--- src/rtl/hbridge_pwm_pkg.sv ---
// Purpose: shared constants and types of the h-bridge waveform stage
// Assumes: 32-bit avalon byte addresses, 16-bit registers in low lanes
// Notes:   per-pair tables are indexed by pair number 0..2
package hbridge_pwm_pkg;

    localparam int NUM_PAIRS = 3;

    // register byte addresses
    localparam logic [31:0] ADDR_CONTROL   = 32'hffff0f80;
    localparam logic [31:0] ADDR_TIMER     = 32'hffff0fb4;
    localparam logic [31:0] ADDR_STATUS    = 32'hffff0fbc;
    localparam logic [31:0] ADDR_PIN_FUNC  = 32'hffff0fc0;
    localparam logic [31:0] ADDR_IRQ_CLEAR = 32'h00ffffb8;

    localparam logic [31:0] ADDR_RISE [NUM_PAIRS] =
        '{32'hffff0f84, 32'hffff0f94, 32'hffff0fa4};
    localparam logic [31:0] ADDR_FALL [NUM_PAIRS] =
        '{32'hffff0f88, 32'hffff0f98, 32'hffff0fa8};
    localparam logic [31:0] ADDR_LOW_FALL [NUM_PAIRS] =
        '{32'hffff0f8c, 32'hffff0f9c, 32'hffff0fac};
    localparam logic [31:0] ADDR_LENGTH [NUM_PAIRS] =
        '{32'h0fffff90, 32'h0fffffa0, 32'h0fffffb0};

    // reset values and control write mask
    localparam logic [15:0] CTRL_RESET      = 16'h0012;
    localparam logic [15:0] CTRL_WRITE_MASK = 16'h3fff;
    localparam logic [15:0] CMP_RESET       = 16'h0000;
    localparam logic [5:0]  PIN_FUNC_RESET  = 6'h3f;

    // status field positions
    localparam int STAT_PENDING_BIT = 0;
    localparam int STAT_TRIP_BIT    = 1;

    // control register layout, bit 15 down to bit 0
    typedef struct packed {
        logic [1:0] reserved;
        logic [2:0] odd_invert;
        logic       trip_enable;
        logic       bridge_output_enable;
        logic [2:0] clock_prescale_sel;
        logic       invert_all_outputs;
        logic       high_side_off;
        logic       compare_load;
        logic       direction;
        logic       bridge_mode;
        logic       master_output_enable;
    } ctrl_t;

    typedef struct packed {
        logic [15:0] rise;
        logic [15:0] fall;
        logic [15:0] low_fall;
        logic [15:0] length;
    } pair_cfg_t;

    typedef struct packed {
        logic high_side_wave;
        logic low_side_wave;
    } pair_wave_t;

endpackage

--- src/rtl/hbridge_pwm_output_stage.sv ---
// Purpose: three-pair waveform generator with h-bridge output selector
// Assumes: avalon-mm slave, one wait cycle per access, 16-bit registers
// Notes:   outputs lag the internal waves by one register stage
//
// Local design decision: the Avalon-MM slave port.
`timescale 1ns/1ps
module hbridge_pwm_output_stage (
    // clock and reset
    input  wire logic        sys_clk,
    input  wire logic        rst_b,
    // avalon-mm slave
    input  wire logic [31:0] address,
    input  wire logic        read,
    input  wire logic        write,
    input  wire logic [31:0] writedata,
    input  wire logic [3:0]  byteenable,
    output      logic [31:0] readdata,
    output      logic        waitrequest,
    // power stage side
    input  wire logic        trip_input,
    output      logic [5:0]  wave_out,
    output      logic [5:0]  pin_wave_sel,
    output      logic        irq
);

    localparam int NP = hbridge_pwm_pkg::NUM_PAIRS;

    // bus state
    logic [31:0] next_readdata;
    logic        next_waitrequest;
    logic        wr_fire;
    logic [15:0] wmask;

    // register state
    hbridge_pwm_pkg::ctrl_t     ctrl;
    hbridge_pwm_pkg::ctrl_t     next_ctrl;
    hbridge_pwm_pkg::pair_cfg_t cfg        [NP];
    hbridge_pwm_pkg::pair_cfg_t next_cfg   [NP];
    logic                       pending;
    logic                       next_pending;
    logic [5:0]                 next_pin_wave_sel;
    logic                       next_irq;

    // timer state
    logic [7:0]                 div_count;
    logic [7:0]                 next_div_count;
    logic [7:0]                 div_mask;
    logic                       tick;
    logic [15:0]                timer;
    logic [15:0]                next_timer;
    logic                       step;
    logic                       next_step;
    hbridge_pwm_pkg::pair_cfg_t shadow      [NP];
    hbridge_pwm_pkg::pair_cfg_t next_shadow [NP];

    // waveform state
    hbridge_pwm_pkg::pair_wave_t wave [NP];
    logic [5:0]                  next_wave_out;
    logic                        hs;
    logic                        ls;

    // masks a 16-bit write by the two low byte lanes
    function automatic logic [15:0] merge16(
        input logic [15:0] old_v,
        input logic [15:0] new_v,
        input logic [15:0] mask
    );
        merge16 = (old_v & ~mask) | (new_v & mask);
    endfunction

    // ---------------------------------------------------------------
    // bus handshake: waitrequest rests high, drops for one cycle
    // ---------------------------------------------------------------
    always_comb begin
        next_waitrequest = 1'b1;
        next_readdata    = readdata;
        wr_fire          = write && !waitrequest;
        wmask            = {{8{byteenable[1]}}, {8{byteenable[0]}}};
        if ((read || write) && waitrequest) begin
            next_waitrequest = 1'b0;
            next_readdata    = 32'h0000_0000;
            if (read) begin
                if (address == hbridge_pwm_pkg::ADDR_CONTROL) begin
                    next_readdata[15:0] = ctrl;
                end
                if (address == hbridge_pwm_pkg::ADDR_TIMER) begin
                    next_readdata[15:0] = timer;
                end
                if (address == hbridge_pwm_pkg::ADDR_STATUS) begin
                    next_readdata[hbridge_pwm_pkg::STAT_PENDING_BIT] =
                        pending;
                    next_readdata[hbridge_pwm_pkg::STAT_TRIP_BIT] =
                        trip_input;
                end
                if (address == hbridge_pwm_pkg::ADDR_PIN_FUNC) begin
                    next_readdata[5:0] = pin_wave_sel;
                end
                for (int i = 0; i < NP; i++) begin
                    if (address == hbridge_pwm_pkg::ADDR_RISE[i]) begin
                        next_readdata[15:0] = cfg[i].rise;
                    end
                    if (address == hbridge_pwm_pkg::ADDR_FALL[i]) begin
                        next_readdata[15:0] = cfg[i].fall;
                    end
                    if (address == hbridge_pwm_pkg::ADDR_LOW_FALL[i]) begin
                        next_readdata[15:0] = cfg[i].low_fall;
                    end
                    if (address == hbridge_pwm_pkg::ADDR_LENGTH[i]) begin
                        next_readdata[15:0] = cfg[i].length;
                    end
                end
            end
        end
    end

    // ---------------------------------------------------------------
    // register writes, trip and interrupt
    // ---------------------------------------------------------------
    always_comb begin
        next_ctrl         = ctrl;
        next_pending      = pending;
        next_pin_wave_sel = pin_wave_sel;
        for (int i = 0; i < NP; i++) begin
            next_cfg[i] = cfg[i];
        end
        if (wr_fire) begin
            if (address == hbridge_pwm_pkg::ADDR_CONTROL) begin
                next_ctrl = merge16(ctrl, writedata[15:0],
                    wmask & hbridge_pwm_pkg::CTRL_WRITE_MASK);
            end
            if (address == hbridge_pwm_pkg::ADDR_PIN_FUNC) begin
                next_pin_wave_sel = 6'(merge16({10'h000, pin_wave_sel},
                    writedata[15:0], wmask));
            end
            if (address == hbridge_pwm_pkg::ADDR_IRQ_CLEAR) begin
                // data ignored: the write itself is the clear
                next_pending = 1'b0;
            end
            for (int i = 0; i < NP; i++) begin
                if (address == hbridge_pwm_pkg::ADDR_RISE[i]) begin
                    next_cfg[i].rise =
                        merge16(cfg[i].rise, writedata[15:0], wmask);
                end
                if (address == hbridge_pwm_pkg::ADDR_FALL[i]) begin
                    next_cfg[i].fall =
                        merge16(cfg[i].fall, writedata[15:0], wmask);
                end
                if (address == hbridge_pwm_pkg::ADDR_LOW_FALL[i]) begin
                    next_cfg[i].low_fall =
                        merge16(cfg[i].low_fall, writedata[15:0], wmask);
                end
                if (address == hbridge_pwm_pkg::ADDR_LENGTH[i]) begin
                    next_cfg[i].length =
                        merge16(cfg[i].length, writedata[15:0], wmask);
                end
            end
        end
        // trip is level sensitive, so a handler that leaves it low
        // sees the interrupt stay pending through its clear
        if (ctrl.trip_enable && !trip_input) begin
            next_ctrl.master_output_enable = 1'b0;
            next_pending                   = 1'b1;
        end
        next_irq = next_pending;
    end

    // ---------------------------------------------------------------
    // prescaler, shared timer and compare load
    // ---------------------------------------------------------------
    always_comb begin
        div_mask       = 8'(({1'b0, 8'h02} << ctrl.clock_prescale_sel)
                            - 9'h001);
        tick           = (div_count & div_mask) == div_mask;
        next_div_count = 8'(div_count + 8'h01);
        next_timer     = timer;
        next_step      = 1'b0;
        for (int i = 0; i < NP; i++) begin
            next_shadow[i] = shadow[i];
        end
        if (!ctrl.master_output_enable) begin
            next_div_count = 8'h00;
            next_timer     = 16'h0000;
        end else if (tick) begin
            next_step = 1'b1;
            // wrap on the live length so a zero working set can start
            if (timer == cfg[0].length) begin
                next_timer = 16'h0000;
            end else begin
                next_timer = 16'(timer + 16'h0001);
            end
            if (timer == 16'h0000 && next_timer == 16'h0001 &&
                ctrl.compare_load) begin
                for (int i = 0; i < NP; i++) begin
                    next_shadow[i] = cfg[i];
                end
            end
        end
    end

    generate
        for (genvar g = 0; g < NP; g++) begin : gen_pair
            wave_pair u_pair (
                .sys_clk (sys_clk),
                .rst_b   (rst_b),
                .clear   (!ctrl.master_output_enable),
                .step    (step),
                .timer   (timer),
                .cfg     (shadow[g]),
                .wave    (wave[g])
            );
        end
    endgenerate

    // ---------------------------------------------------------------
    // output selector
    // ---------------------------------------------------------------
    always_comb begin
        hs = wave[0].high_side_wave;
        ls = wave[0].low_side_wave;
        for (int i = 0; i < NP; i++) begin
            next_wave_out[2*i]   = wave[i].high_side_wave;
            next_wave_out[2*i+1] = wave[i].low_side_wave ^
                                   ctrl.odd_invert[i];
        end
        if (ctrl.bridge_mode) begin
            if (ctrl.high_side_off) begin
                next_wave_out[3:0] = 4'h5;
            end else if (!ctrl.bridge_output_enable) begin
                next_wave_out[3:0] = 4'hf;
            end else begin
                case ({ctrl.invert_all_outputs, ctrl.direction})
                    2'b00: next_wave_out[3:0] = {ls, hs, 2'b00};
                    2'b01: next_wave_out[3:0] = {2'b00, ls, hs};
                    2'b10: next_wave_out[3:0] = {2'b11, ls, hs};
                    2'b11: next_wave_out[3:0] = {ls, hs, 2'b11};
                    default: next_wave_out[3:0] = 4'h5;
                endcase
            end
        end
    end

    // ---------------------------------------------------------------
    // registers
    // ---------------------------------------------------------------
    always_ff @(posedge sys_clk) begin
        if (!rst_b) begin
            readdata     <= 32'h0000_0000;
            waitrequest  <= 1'b1;
            ctrl         <= hbridge_pwm_pkg::CTRL_RESET;
            pending      <= 1'b0;
            irq          <= 1'b0;
            pin_wave_sel <= hbridge_pwm_pkg::PIN_FUNC_RESET;
            div_count    <= 8'h00;
            timer        <= 16'h0000;
            step         <= 1'b0;
            wave_out     <= 6'h00;
            for (int i = 0; i < NP; i++) begin
                cfg[i]    <= {4{hbridge_pwm_pkg::CMP_RESET}};
                shadow[i] <= {4{hbridge_pwm_pkg::CMP_RESET}};
            end
        end else begin
            readdata     <= next_readdata;
            waitrequest  <= next_waitrequest;
            ctrl         <= next_ctrl;
            pending      <= next_pending;
            irq          <= next_irq;
            pin_wave_sel <= next_pin_wave_sel;
            div_count    <= next_div_count;
            timer        <= next_timer;
            step         <= next_step;
            wave_out     <= next_wave_out;
            for (int i = 0; i < NP; i++) begin
                cfg[i]    <= next_cfg[i];
                shadow[i] <= next_shadow[i];
            end
        end
    end

endmodule

--- src/rtl/wave_pair.sv ---
// Purpose: one high-side / low-side waveform pair
// Assumes: step pulses in the cycle after the shared timer moved
// Notes:   clear holds both waves low while the unit is disabled
`timescale 1ns/1ps
module wave_pair (
    // clock and reset
    input  wire logic                      sys_clk,
    input  wire logic                      rst_b,
    // timer side
    input  wire logic                      clear,
    input  wire logic                      step,
    input  wire logic [15:0]               timer,
    input  wire hbridge_pwm_pkg::pair_cfg_t cfg,
    // waveforms
    output      hbridge_pwm_pkg::pair_wave_t wave
);

    hbridge_pwm_pkg::pair_wave_t next_wave;

    always_comb begin
        next_wave = wave;
        if (clear) begin
            next_wave = '0;
        end else if (step) begin
            if (timer == cfg.rise) begin
                next_wave.high_side_wave = 1'b1;
            end
            // fall checked last so it wins a tie with rise
            if (timer == cfg.fall) begin
                next_wave.high_side_wave = 1'b0;
            end
            if (timer == cfg.length) begin
                next_wave.low_side_wave = 1'b1;
            end
            if (timer == cfg.low_fall) begin
                next_wave.low_side_wave = 1'b0;
            end
            if (wave.high_side_wave && !next_wave.high_side_wave) begin
                next_wave.low_side_wave = 1'b0;
            end
        end
    end

    always_ff @(posedge sys_clk) begin
        if (!rst_b) begin
            wave <= '0;
        end else begin
            wave <= next_wave;
        end
    end

endmodule

--- config.mk ---
export PLATFORM = sky130hd
export DESIGN_NAME = hbridge_pwm_output_stage
export DESIGN_NICKNAME = d
export VERILOG_FILES = /design/src/rtl/hbridge_pwm_pkg.sv /design/src/rtl/hbridge_pwm_output_stage.sv /design/src/rtl/wave_pair.sv
export SDC_FILE = /design/constraint.sdc
export NUM_CORES = 1
export LEC_CHECK = 0
export BUFFER_PORTS_ARGS = -buffer_cell sky130_fd_sc_hd__buf_4
export CAP_MARGIN = 20
export CORE_AREA = 2 2 246 199
export DETAILED_ROUTE_END_ITERATION = 16
export DIE_AREA = 0 0 248 201
export PLACE_DENSITY = 0.64
export SLEW_MARGIN = 20
export SYNTH_ARGS = -nofsm -noshare
export SYNTH_HDL_FRONTEND = slang
export SYNTH_SLANG_ARGS = --single-unit
--- constraint.sdc ---
create_clock -name sys_clk -period 2.7 [get_ports sys_clk]
set_input_delay 0.27 -clock sys_clk [delete_from_list [all_inputs] [get_ports sys_clk]]
set_output_delay 0.27 -clock sys_clk [all_outputs]
set_load 0.03 [all_outputs]
; ---- After elaboration in Yosys (flattened, before gate mapping)
; Memory sizes are Yosys's and may differ from the RTL's.
; Index checks and enable logic that the tools add are counted.
[word_totals]
register_bits = 77
mem_bits_rw = 384
input_bits = 73
output_inout_bits = 46
word_cells = 212
mem_count = 2
[mem_list]
columns = memory, depth, word_bits, rd, rd_clocked_by_memory_dff, write_ports, line_no
row1 = cfg, 3, 64, 3, 0, 3, hbridge_pwm_output_stage.sv:37  ; hbridge_pwm_pkg::pair_cfg_t cfg [NP];
row2 = shadow, 3, 64, 3, 0, 3, hbridge_pwm_output_stage.sv:53  ; hbridge_pwm_pkg::pair_cfg_t shadow [NP];
[op_classes]
add_sub_neg = 3
n_eq_ne = 35
shift = 1
mux = 74
bitwise_logic = 43
n_reduce_logical = 29
[op_table]
columns = cell, n
row1 = 192-bit 2-to-1 mux, 4
row2 = 16-bit 2-to-1 mux, 30
row3 = "32-bit equality test, second input constant", 13
row4 = 64-bit 2-to-1 mux, 6
row5 = 16-bit AND, 14
row6 = 16-bit equality test, 13
row7 = 16-bit bitwise OR, 13
row8 = "32-bit by 28-bit equality test with 1-bit output, second input constant", 3
row9 = "32-bit by 24-bit equality test with 1-bit output, second input constant", 1
row10 = 1-bit 2-to-1 mux, 28
row11 = "16-bit by 1-bit adder with 16-bit output, second input constant", 1
row12 = 16-bit by 14-bit AND with 16-bit output, 1
row13 = "16-bit by 1-bit equality test with 1-bit output, second input constant", 1
row14 = 16-bit logical NOT, 1
row15 = 14-bit NOT with 16-bit output, 1
row16 = 16-bit NOT, 1
row17 = 4-bit case mux with 4 select lines, 1
row18 = 2-bit AND reduction, 7
row19 = 4-bit 2-to-1 mux, 3
row20 = 3-bit nonzero test, 3
row21 = "8-bit by 1-bit adder with 8-bit output, second input constant", 1
row22 = 8-bit AND, 1
row23 = 8-bit equality test, 1
row24 = 1-bit logical AND, 8
row25 = 16 further kinds, 29

; ---- Longest topological paths before layout
; Gate-level depths: netlist of run 1.
[depth]
ltp_word = 18
ltp_mapped = 12
ltp_nobuf = 8

; ---- By module
; From an unflattened synthesis of run 1, not the netlist that was laid out.
[hier_totals]
hier_cells = 2881
hier_area_um2 = 22394.0
[by_module_without_submodules]
columns = mod, n_inst, cells_per_inst, area_each_um2, seq_area_each_um2
row1 = hbridge_pwm_output_stage, 1, 2566, 19826.5, 9068.7
row2 = wave_pair, 3, 105, 855.8, 40.0

; ---- Worst setup path before layout of run 1
; OpenSTA, ideal clock, no wires.
[synth_path]
kind = reg2reg
start = register timer[0]
end = memory shadow[0][40] in the netlist's numbering
setup_time_ns = 0.132
t_arrival_ns = 2.834
required_ns = 2.568
slack_ns = -0.266
stages_incl_launch_ff = 13
path_buffers = 5
period_less_slack_ns = 2.966
path_cell_list = dfxtp_1 > buf_1 > buf_1 > inv_1 > ha_1 > nor4b_1 > nand4_1 > or4_1 > clkbuf_1 > buf_2 > buf_1 > nand2_1 > a21oi_1
[synth_rtl]
columns = item, line_no
row1 = start: declaration, hbridge_pwm_output_stage.sv:49  ; logic [15:0] timer;
row2 = start signal: assignment, hbridge_pwm_output_stage.sv:269  ; timer <= next_timer;
row3 = end: declaration, hbridge_pwm_output_stage.sv:53

; ---- Final worst setup path of run 1
[layout_path]
start = register timer[10]
end = register, netlist name gen_pair[0].u_pair.wave[1]
[layout_via]
elab_chain_len = 5
word_cells_on_any_way = 6
cone_classes = eq/ne (2) / mux (4)
[layout_rtl]
columns = item, line_no
row1 = 16-bit equality test, wave_pair.sv:25  ; if (timer == cfg.rise) begin
row2 = 1-bit 2-to-1 mux, wave_pair.sv:25
row3 = 1-bit 2-to-1 mux (*), wave_pair.sv:29  ; if (timer == cfg.fall) begin
row4 = 1-bit 2-to-1 mux (*), wave_pair.sv:24  ; end else if (step) begin
row5 = 1-bit 2-to-1 mux (*), wave_pair.sv:22  ; if (clear) begin
; Mark *: on every way between the ends. The rest lies on a longest branch, timed or not. The select of a mux whose other input is x is not followed.
; A chain may end at the register's enable or synchronous reset.

==> impl_metrics.ini, run 1 <==
[yosys]
seq_area_frac_synth_pct = 43.5
synth_top_cell_area_share_pct = 43.5
synth_cell_type_count = 66
yosysMostFrequentCell = nand2_1
ys_ff_latch = 459
synth_edf_count = 0
yosys.area.top_type = dfxtp_1
synthesis.area_mm2 = 0.0211
yosys-top-cells-count = nand2_1, dfxtp_1, a21oi_1
async_flop_share_pct = 0
ys_warn_count = 0
avgSynthCellArea_um2 = 7.73
ys.flop_type = dfxtp_1
synth_area_leaders = dfxtp_1, nand2_1, a21oi_1, xnor2_1, clkbuf_1
syn_inst = 2737

[grt]
grt_first_pass_wirelength_um = 132000
antenna_found_initial = 2
first_global_vias = 19661
grt-ovfl-total = 0
grt_max_degree = 136
grtUsageTotal_pct = 35.9

[setup_path]
cp-end-kind = flop
r2r_cells = 7
cp.required_ns = 3.22
cpPeakStageDelay_ns = 0.92
regToRegStartpoint = timer[10]$_SDFFE_PN0P_
path_max_fanout = 12
cp_slowest_cell = nor4_1
crit_type = reg -> reg
rrSetupSlack_ns = 0.11
start_kind = flop
critPathMostFrequentCell = buf_4
worstReg2RegEnd = gen_pair[0].u_pair.wave[1]$_SDFFE_PN0P_
crit_arrival_ns = 3.11
critical_path.cell_chain = buf_4 -> buf_4 -> xnor2_1 -> nand4_1 -> nor4_1 -> a31oi_1 -> nor3_1

[die]
die-area_mm2 = 0.0498
die_w_um = 248
design.core.area_mm2 = 0.0477
start_util_pct = 44.4
die-height_um = 201
rows = 72
num_io_pins = 119

[route]
routed_wl_um = 91000
antenna_left = 0
drt_iter0_markers = 3152
drt_pass1_iterations = 6
via_per_inst = 6.13
vias = 21747
wl_per_cell_um = 25.6
drc_errors = 0

[cts]
path_clk_slew_ns = 0.06
clk_latency_ns = 0.60
cts_tree = yes
cts_buffer_depth = 3
cts_setup_buffers = 0
cts_sinks = 459
hold_buffers = 0
clockRootBuffer = clkbuf_16
cts_buffers = 48
htreeDepth = 2

[placement]
port-buffer-count = 84
dpl.cell_count = 3464
gp_congestion = 1.06
hpwl_um = 64000

[worst_hold_path]
hold_path_class = in -> reg
hold_start = writedata[12]
whs_path_depth = 3

[sta]
min_period_ns = 2.59
achievable-frequency_mhz = 386
finalMaxSlewViolations = 0
hold_violations = 0
slew_headroom_pct = 27.7
setup_tns_ns = 0
setup_viol = 0
tightest_slew_ns = 1.08
finClkSkew_ns = 0.0228
fin_crit_sh_pct = 95.9
rsz0062_at_grt = false

[layout]
n_fill_cell = 4507
syn_to_final_growth_pct = 19.9
layout.nets = 2961
drive_above_1_share_pct = 13.6
stdcell_count = 3548

[power]
power_density_mw_per_mm2 = 571
vdd_drop_max_mv = 0.655
p_leak_nw = 8.65

[outcome]
status = completed

[job]
max_cap_viol_count = 0
==> cells by family after synthesis <==
kind of cell	count (synthesis)	synth area share, %
fa+ha+maj	4	0.225
buf+inv	216	4.20
compound gates	604	16.3
flops	459	43.5
mux	52	2.46
xor+xnor	217	8.99
other cells	1	0.0177
simple gates	1184	24.3
==> routing by layer <==
metal | routed length, µm | part of all wire [%] | up-vias | GRT usage, %
met5 | 14 | 0.015 | - | 0
met4 | 4100 | 4.5 | 2 | 14.2
met3 | 12700 | 14 | 266 | 7.93
met2 | 36600 | 40 | 1465 | 50.0
met1 | 37700 | 41 | 10394 | 53.1
li1 | - | - | 9620 | -
==> critical path: cells and delay by family, from the launching register on <==
kind,cells,cell delay (ns)
compound gates,1,0.17
xor+xnor,1,0.17
buf+inv,2,0.60
flops,1,0.35
simple gates,3,1.19
==> power breakdown <==
part / internal (W) / switching (W) / leakage (nW)
Clock: 0.00427 / 0.00289 / 0.812
Sequential: 0.00677 / 0.00000188 / 3.70
Combinational: 0.000126 / 0.000415 / 4.14
Total: 0.0112 / 0.00331 / 8.65
==> how the worst max path moves through the flow <==
stage / from / cells after the start / slack, ns / end
final: timer[10]$_SDFFE_PN0P_ / 7 / 0.11 / gen_pair[0].u_pair.wave[1]$_SDFFE_PN0P_
after global routing: flop / 8 / 0.008 / shadow[0][159]$_SDFFE_PN0P_
after CTS: timer[0]$_SDFFE_PN0P_ / 9 / 0.08 / shadow[0][191]$_SDFFE_PN0P_
after detailed placement: address[13] / 8 / -0.20 / readdata[12]$_SDFFE_PN0P_
after global placement: address[13] / 8 / -0.23 / readdata[9]$_SDFFE_PN0P_
after floorplan: address[13] / 7 / 0.06 / readdata[12]$_SDFFE_PN0P_
==> metrics by stage <==
stage / total power [W] / worst slack (ns) / util [%] / hold slack, ns / cell area [µm²]
2_1_floorplan: 0.00717 / 0.0632 / - / 0.406 / 21200
3_3_place_gp: 0.00744 / -0.233 / 49.7 / 0.454 / 23700
3_5_place_dp: 0.00744 / -0.202 / 49.7 / 0.458 / 23700
4_1_cts: 0.0145 / 0.0793 / 53.2 / 0.0699 / 25300
5_1_grt: 0.0148 / 0.00849 / 53.2 / 0.0913 / 25300
6_report: 0.0145 / 0.111 / 53.2 / 0.103 / 25300
==> placed cells by master (no fill, tap or decap), types with 6 or more instances in the layout <==
master / instances
o211ai_1: 13
nor3_1: 24
and4_1: 14
a22oi_1: 31
buf_4: 266
o221ai_1: 6
xor2_1: 29
nor2_1: 132
a221oi_1: 14
a211oi_1: 9
nand4_1: 49
o22ai_1: 15
clkbuf_8: 10
a21oi_1: 416
nand2_1: 785
xnor2_1: 188
a211o_1: 7
inv_1: 9
clkbuf_1: 10
conb_1: 16
a31oi_1: 14
o21ai_0: 38
a222oi_1: 6
bufinv_16: 7
dfxtp_1: 457
o2bb2ai_1: 6
buf_12: 22
or3_1: 7
nand3_1: 69
nor4_1: 37
and3_1: 10
clkbuf_16: 49
mux2i_1: 52
nand3b_1: 10
a31o_2: 6
==> final cells by class <==
cell class | count | area [µm²] | share of cell area [%]
Antenna cell | 1 | 2.50 | 0.00987
Clock buffer | 69 | 1400 | 5.53
Clock inverter | 14 | 265 | 1.05
Inverter | 10 | 45.0 | 0.178
Multi-Input combinational cell | 2077 | 11200 | 44.2
Sequential cell | 459 | 9190 | 36.3
Tap cell | 629 | 787 | 3.10
Timing Repair Buffer | 289 | 2450 | 9.66
==> what timing repair did <==
action | CTS | global route
gates resized for setup | 0 | 4
endpoints found under the setup margin | 0 | 133
endpoints found under the hold margin | 0 | 0
Power figures use the tool's default switching activity.
==> run 2: changes to the inputs <==
--- a/config.mk
+++ b/config.mk
@@ -8,9 +8,10 @@
 export BUFFER_PORTS_ARGS = -buffer_cell sky130_fd_sc_hd__buf_4
 export CAP_MARGIN = 20
 export CORE_AREA = 2 2 246 199
+export CTS_CLUSTER_SIZE = 14
 export DETAILED_ROUTE_END_ITERATION = 16
 export DIE_AREA = 0 0 248 201
-export PLACE_DENSITY = 0.64
+export PLACE_DENSITY = 0.61
 export SLEW_MARGIN = 20
 export SYNTH_ARGS = -nofsm -noshare
 export SYNTH_HDL_FRONTEND = slang
==> constraint.sdc (replaced) <==
create_clock -name sys_clk -period 2.89 [get_ports sys_clk]
set_input_delay 0.289 -clock sys_clk [delete_from_list [all_inputs] [get_ports sys_clk]]
set_output_delay 0.289 -clock sys_clk [all_outputs]
set_load 0.03 [all_outputs]
==> run 2 against run 1 <==
Against the previous run: clock skew is 0.0012 ns lower; worst hold slack got worse by 0.035 ns; critical path type unchanged; first-iteration DRC count is 2.3% higher; sequential share of layout area increased by 0.22 points; flip-flop and latch count unchanged; combinational power decreased by 7.4%; register-to-register slack got worse by 0.03 ns; critical path depth is 1 higher; sequential power fell by 6.5%; design area decreased by 0.63%.
==> impl_metrics.ini, run 2 (synthesized netlist as in run 1, its figures left out) <==
[cts]
cts_buffers = 49
cts_setup_buffers = 0
cts_sinks = 459
hold_buffers = 0
clockRootBuffer = clkbuf_16
cts_tree = yes
clk_latency_ns = 0.61
htreeDepth = 2
ctsResizeCount = 0
path_clk_slew_ns = 0.06
cts_buffer_depth = 3

[route]
drc_errors = 0
routed_wl_um = 92100
antenna_left = 0
via_per_inst = 6.04
wl_per_cell_um = 26.1
vias = 21324
drt_iter0_markers = 3226
drt_pass1_iterations = 6

[sta]
setup_tns_ns = 0
fin_crit_sh_pct = 97.2
holdWs_ns = 0.0674
min_period_ns = 2.81
hold_violations = 0
achievable-frequency_mhz = 356
rsz0062_at_grt = false
finClkSkew_ns = 0.0216
tightest_slew_ns = 0.994
setup_viol = 0
finalMaxSlewViolations = 0
slew_headroom_pct = 33.7

[die]
design.core.area_mm2 = 0.0477
rows = 72
die-area_mm2 = 0.0498
num_io_pins = 119
start_util_pct = 44.4
die-height_um = 201
die_w_um = 248

[setup_path]
critPathTopFamily = simple AND/OR/NAND/NOR gates
worst-path-buf-inv = 1
cp.required_ns = 3.40
cp-end-kind = flop
cpPeakStageDelay_ns = 0.59
cp_slowest_cell = dfxtp_1
path_max_fanout = 98
crit_type = reg -> reg
start_kind = flop
critical_path.cell_chain = xnor2_1 -> nand4_1 -> nor4_2 -> nand4b_1 -> or4_4 -> buf_12 -> nand2_1 -> a21oi_1
crit_arrival_ns = 3.32

[grt]
grtUsageTotal_pct = 36.3
grt_max_degree = 217
grt_first_pass_wirelength_um = 132000
first_global_vias = 19231
met1_usage_pct = 55.0
grt_use_met3_pct = 7.14
met2_usage_pct = 50.7
grt.busiest_layer = met1
grt-ovfl-total = 0
antenna_found_initial = 0

[outcome]
status = completed

[power]
p_comb_share_pct = 3.7
p_leak_nw = 8.55
clkPwrFrac_pct = 49.0
vdd_drop_max_mv = 0.480
power_density_mw_per_mm2 = 531
intPower_w = 0.0103
switchingPower_w = 0.00313
switching_share_pct = 23.4
power.total_w = 0.0134
pwr-share-seq_pct = 47.3

[placement]
gp_congestion = 1.04
port-buffer-count = 84
hpwl_um = 64000

[layout]
layout.nets = 2942
utilization_pct = 52.9
final_cell_mix = nand2_1, dfxtp_1, a21oi_1
layout_commonest_cell = nand2_1
drive_above_1_share_pct = 13.0
syn_to_final_growth_pct = 19.1

[worst_hold_path]
hold_path_class = in -> reg

[job]
max_cap_viol_count = 0
-- run 2: worst register-to-register path, delay by kind of cell, from the launching register on --
family	cells	cell delay [ns]
XOR/XNOR	1	0.17
buffers and inverters	1	0.36
AO/OA/AOI/OAI	1	0.18
AND/OR/NAND/NOR	5	1.41
flip-flops	1	0.59
-- run 2: power by group through the flow --
stage / logic [W] / clock network, W / registers (W)
detailed placement: 0.000477 / 0 / 0.00647
global placement: 0.000473 / 0 / 0.00647
finish: 0.000501 / 0.00655 / 0.00633
CTS: 0.000476 / 0.00659 / 0.00633
floorplan: 0.000223 / 0 / 0.00648
global route: 0.000504 / 0.00686 / 0.00633
-- run 2: cell type report --
cell class                      count  area, µm²
Fill cell                        4599      22500
Multi-Input combinational cell   2077      11200
Tap cell                          629        787
Timing Repair Buffer              269       2320
Clock inverter                     10        144
Clock buffer                       75       1490
Sequential cell                   459       9190
Antenna cell                        1       2.50
Inverter                           10       45.0
-- run 2: worst paths after layout --
path	slack [ns]	end	cells after the start	startpoint
hold reg to reg	0.47	shadow[0][184]$_SDFFE_PN0P_	2	shadow[0][184]$_SDFFE_PN0P_
setup reg to reg	0.08	shadow[0][78]$_SDFFE_PN0P_	8	flop
hold / removal	0.07	flop	2	rst_b
setup / recovery	0.08	shadow[0][78]$_SDFFE_PN0P_	8	flop
-- run 2: per-stage QoR --
step           std cells  setup WS, ns  cell area, µm²
3_3_place_gp        3444        -0.169           23500
4_1_cts             3529        0.0825           25200
6_report            3530        0.0811           25200
2_1_floorplan       2752        0.0528           21200
5_1_grt             3529       0.00262           25200
3_5_place_dp        3444       -0.0733           23500
-- run 2: routing by layer --
metal | wire (µm) | part of all wire [%]
met3 | 11800 | 13
met5 | 0 | 0
met2 | 37200 | 40
met4 | 3330 | 3.6
met1 | 39700 | 43
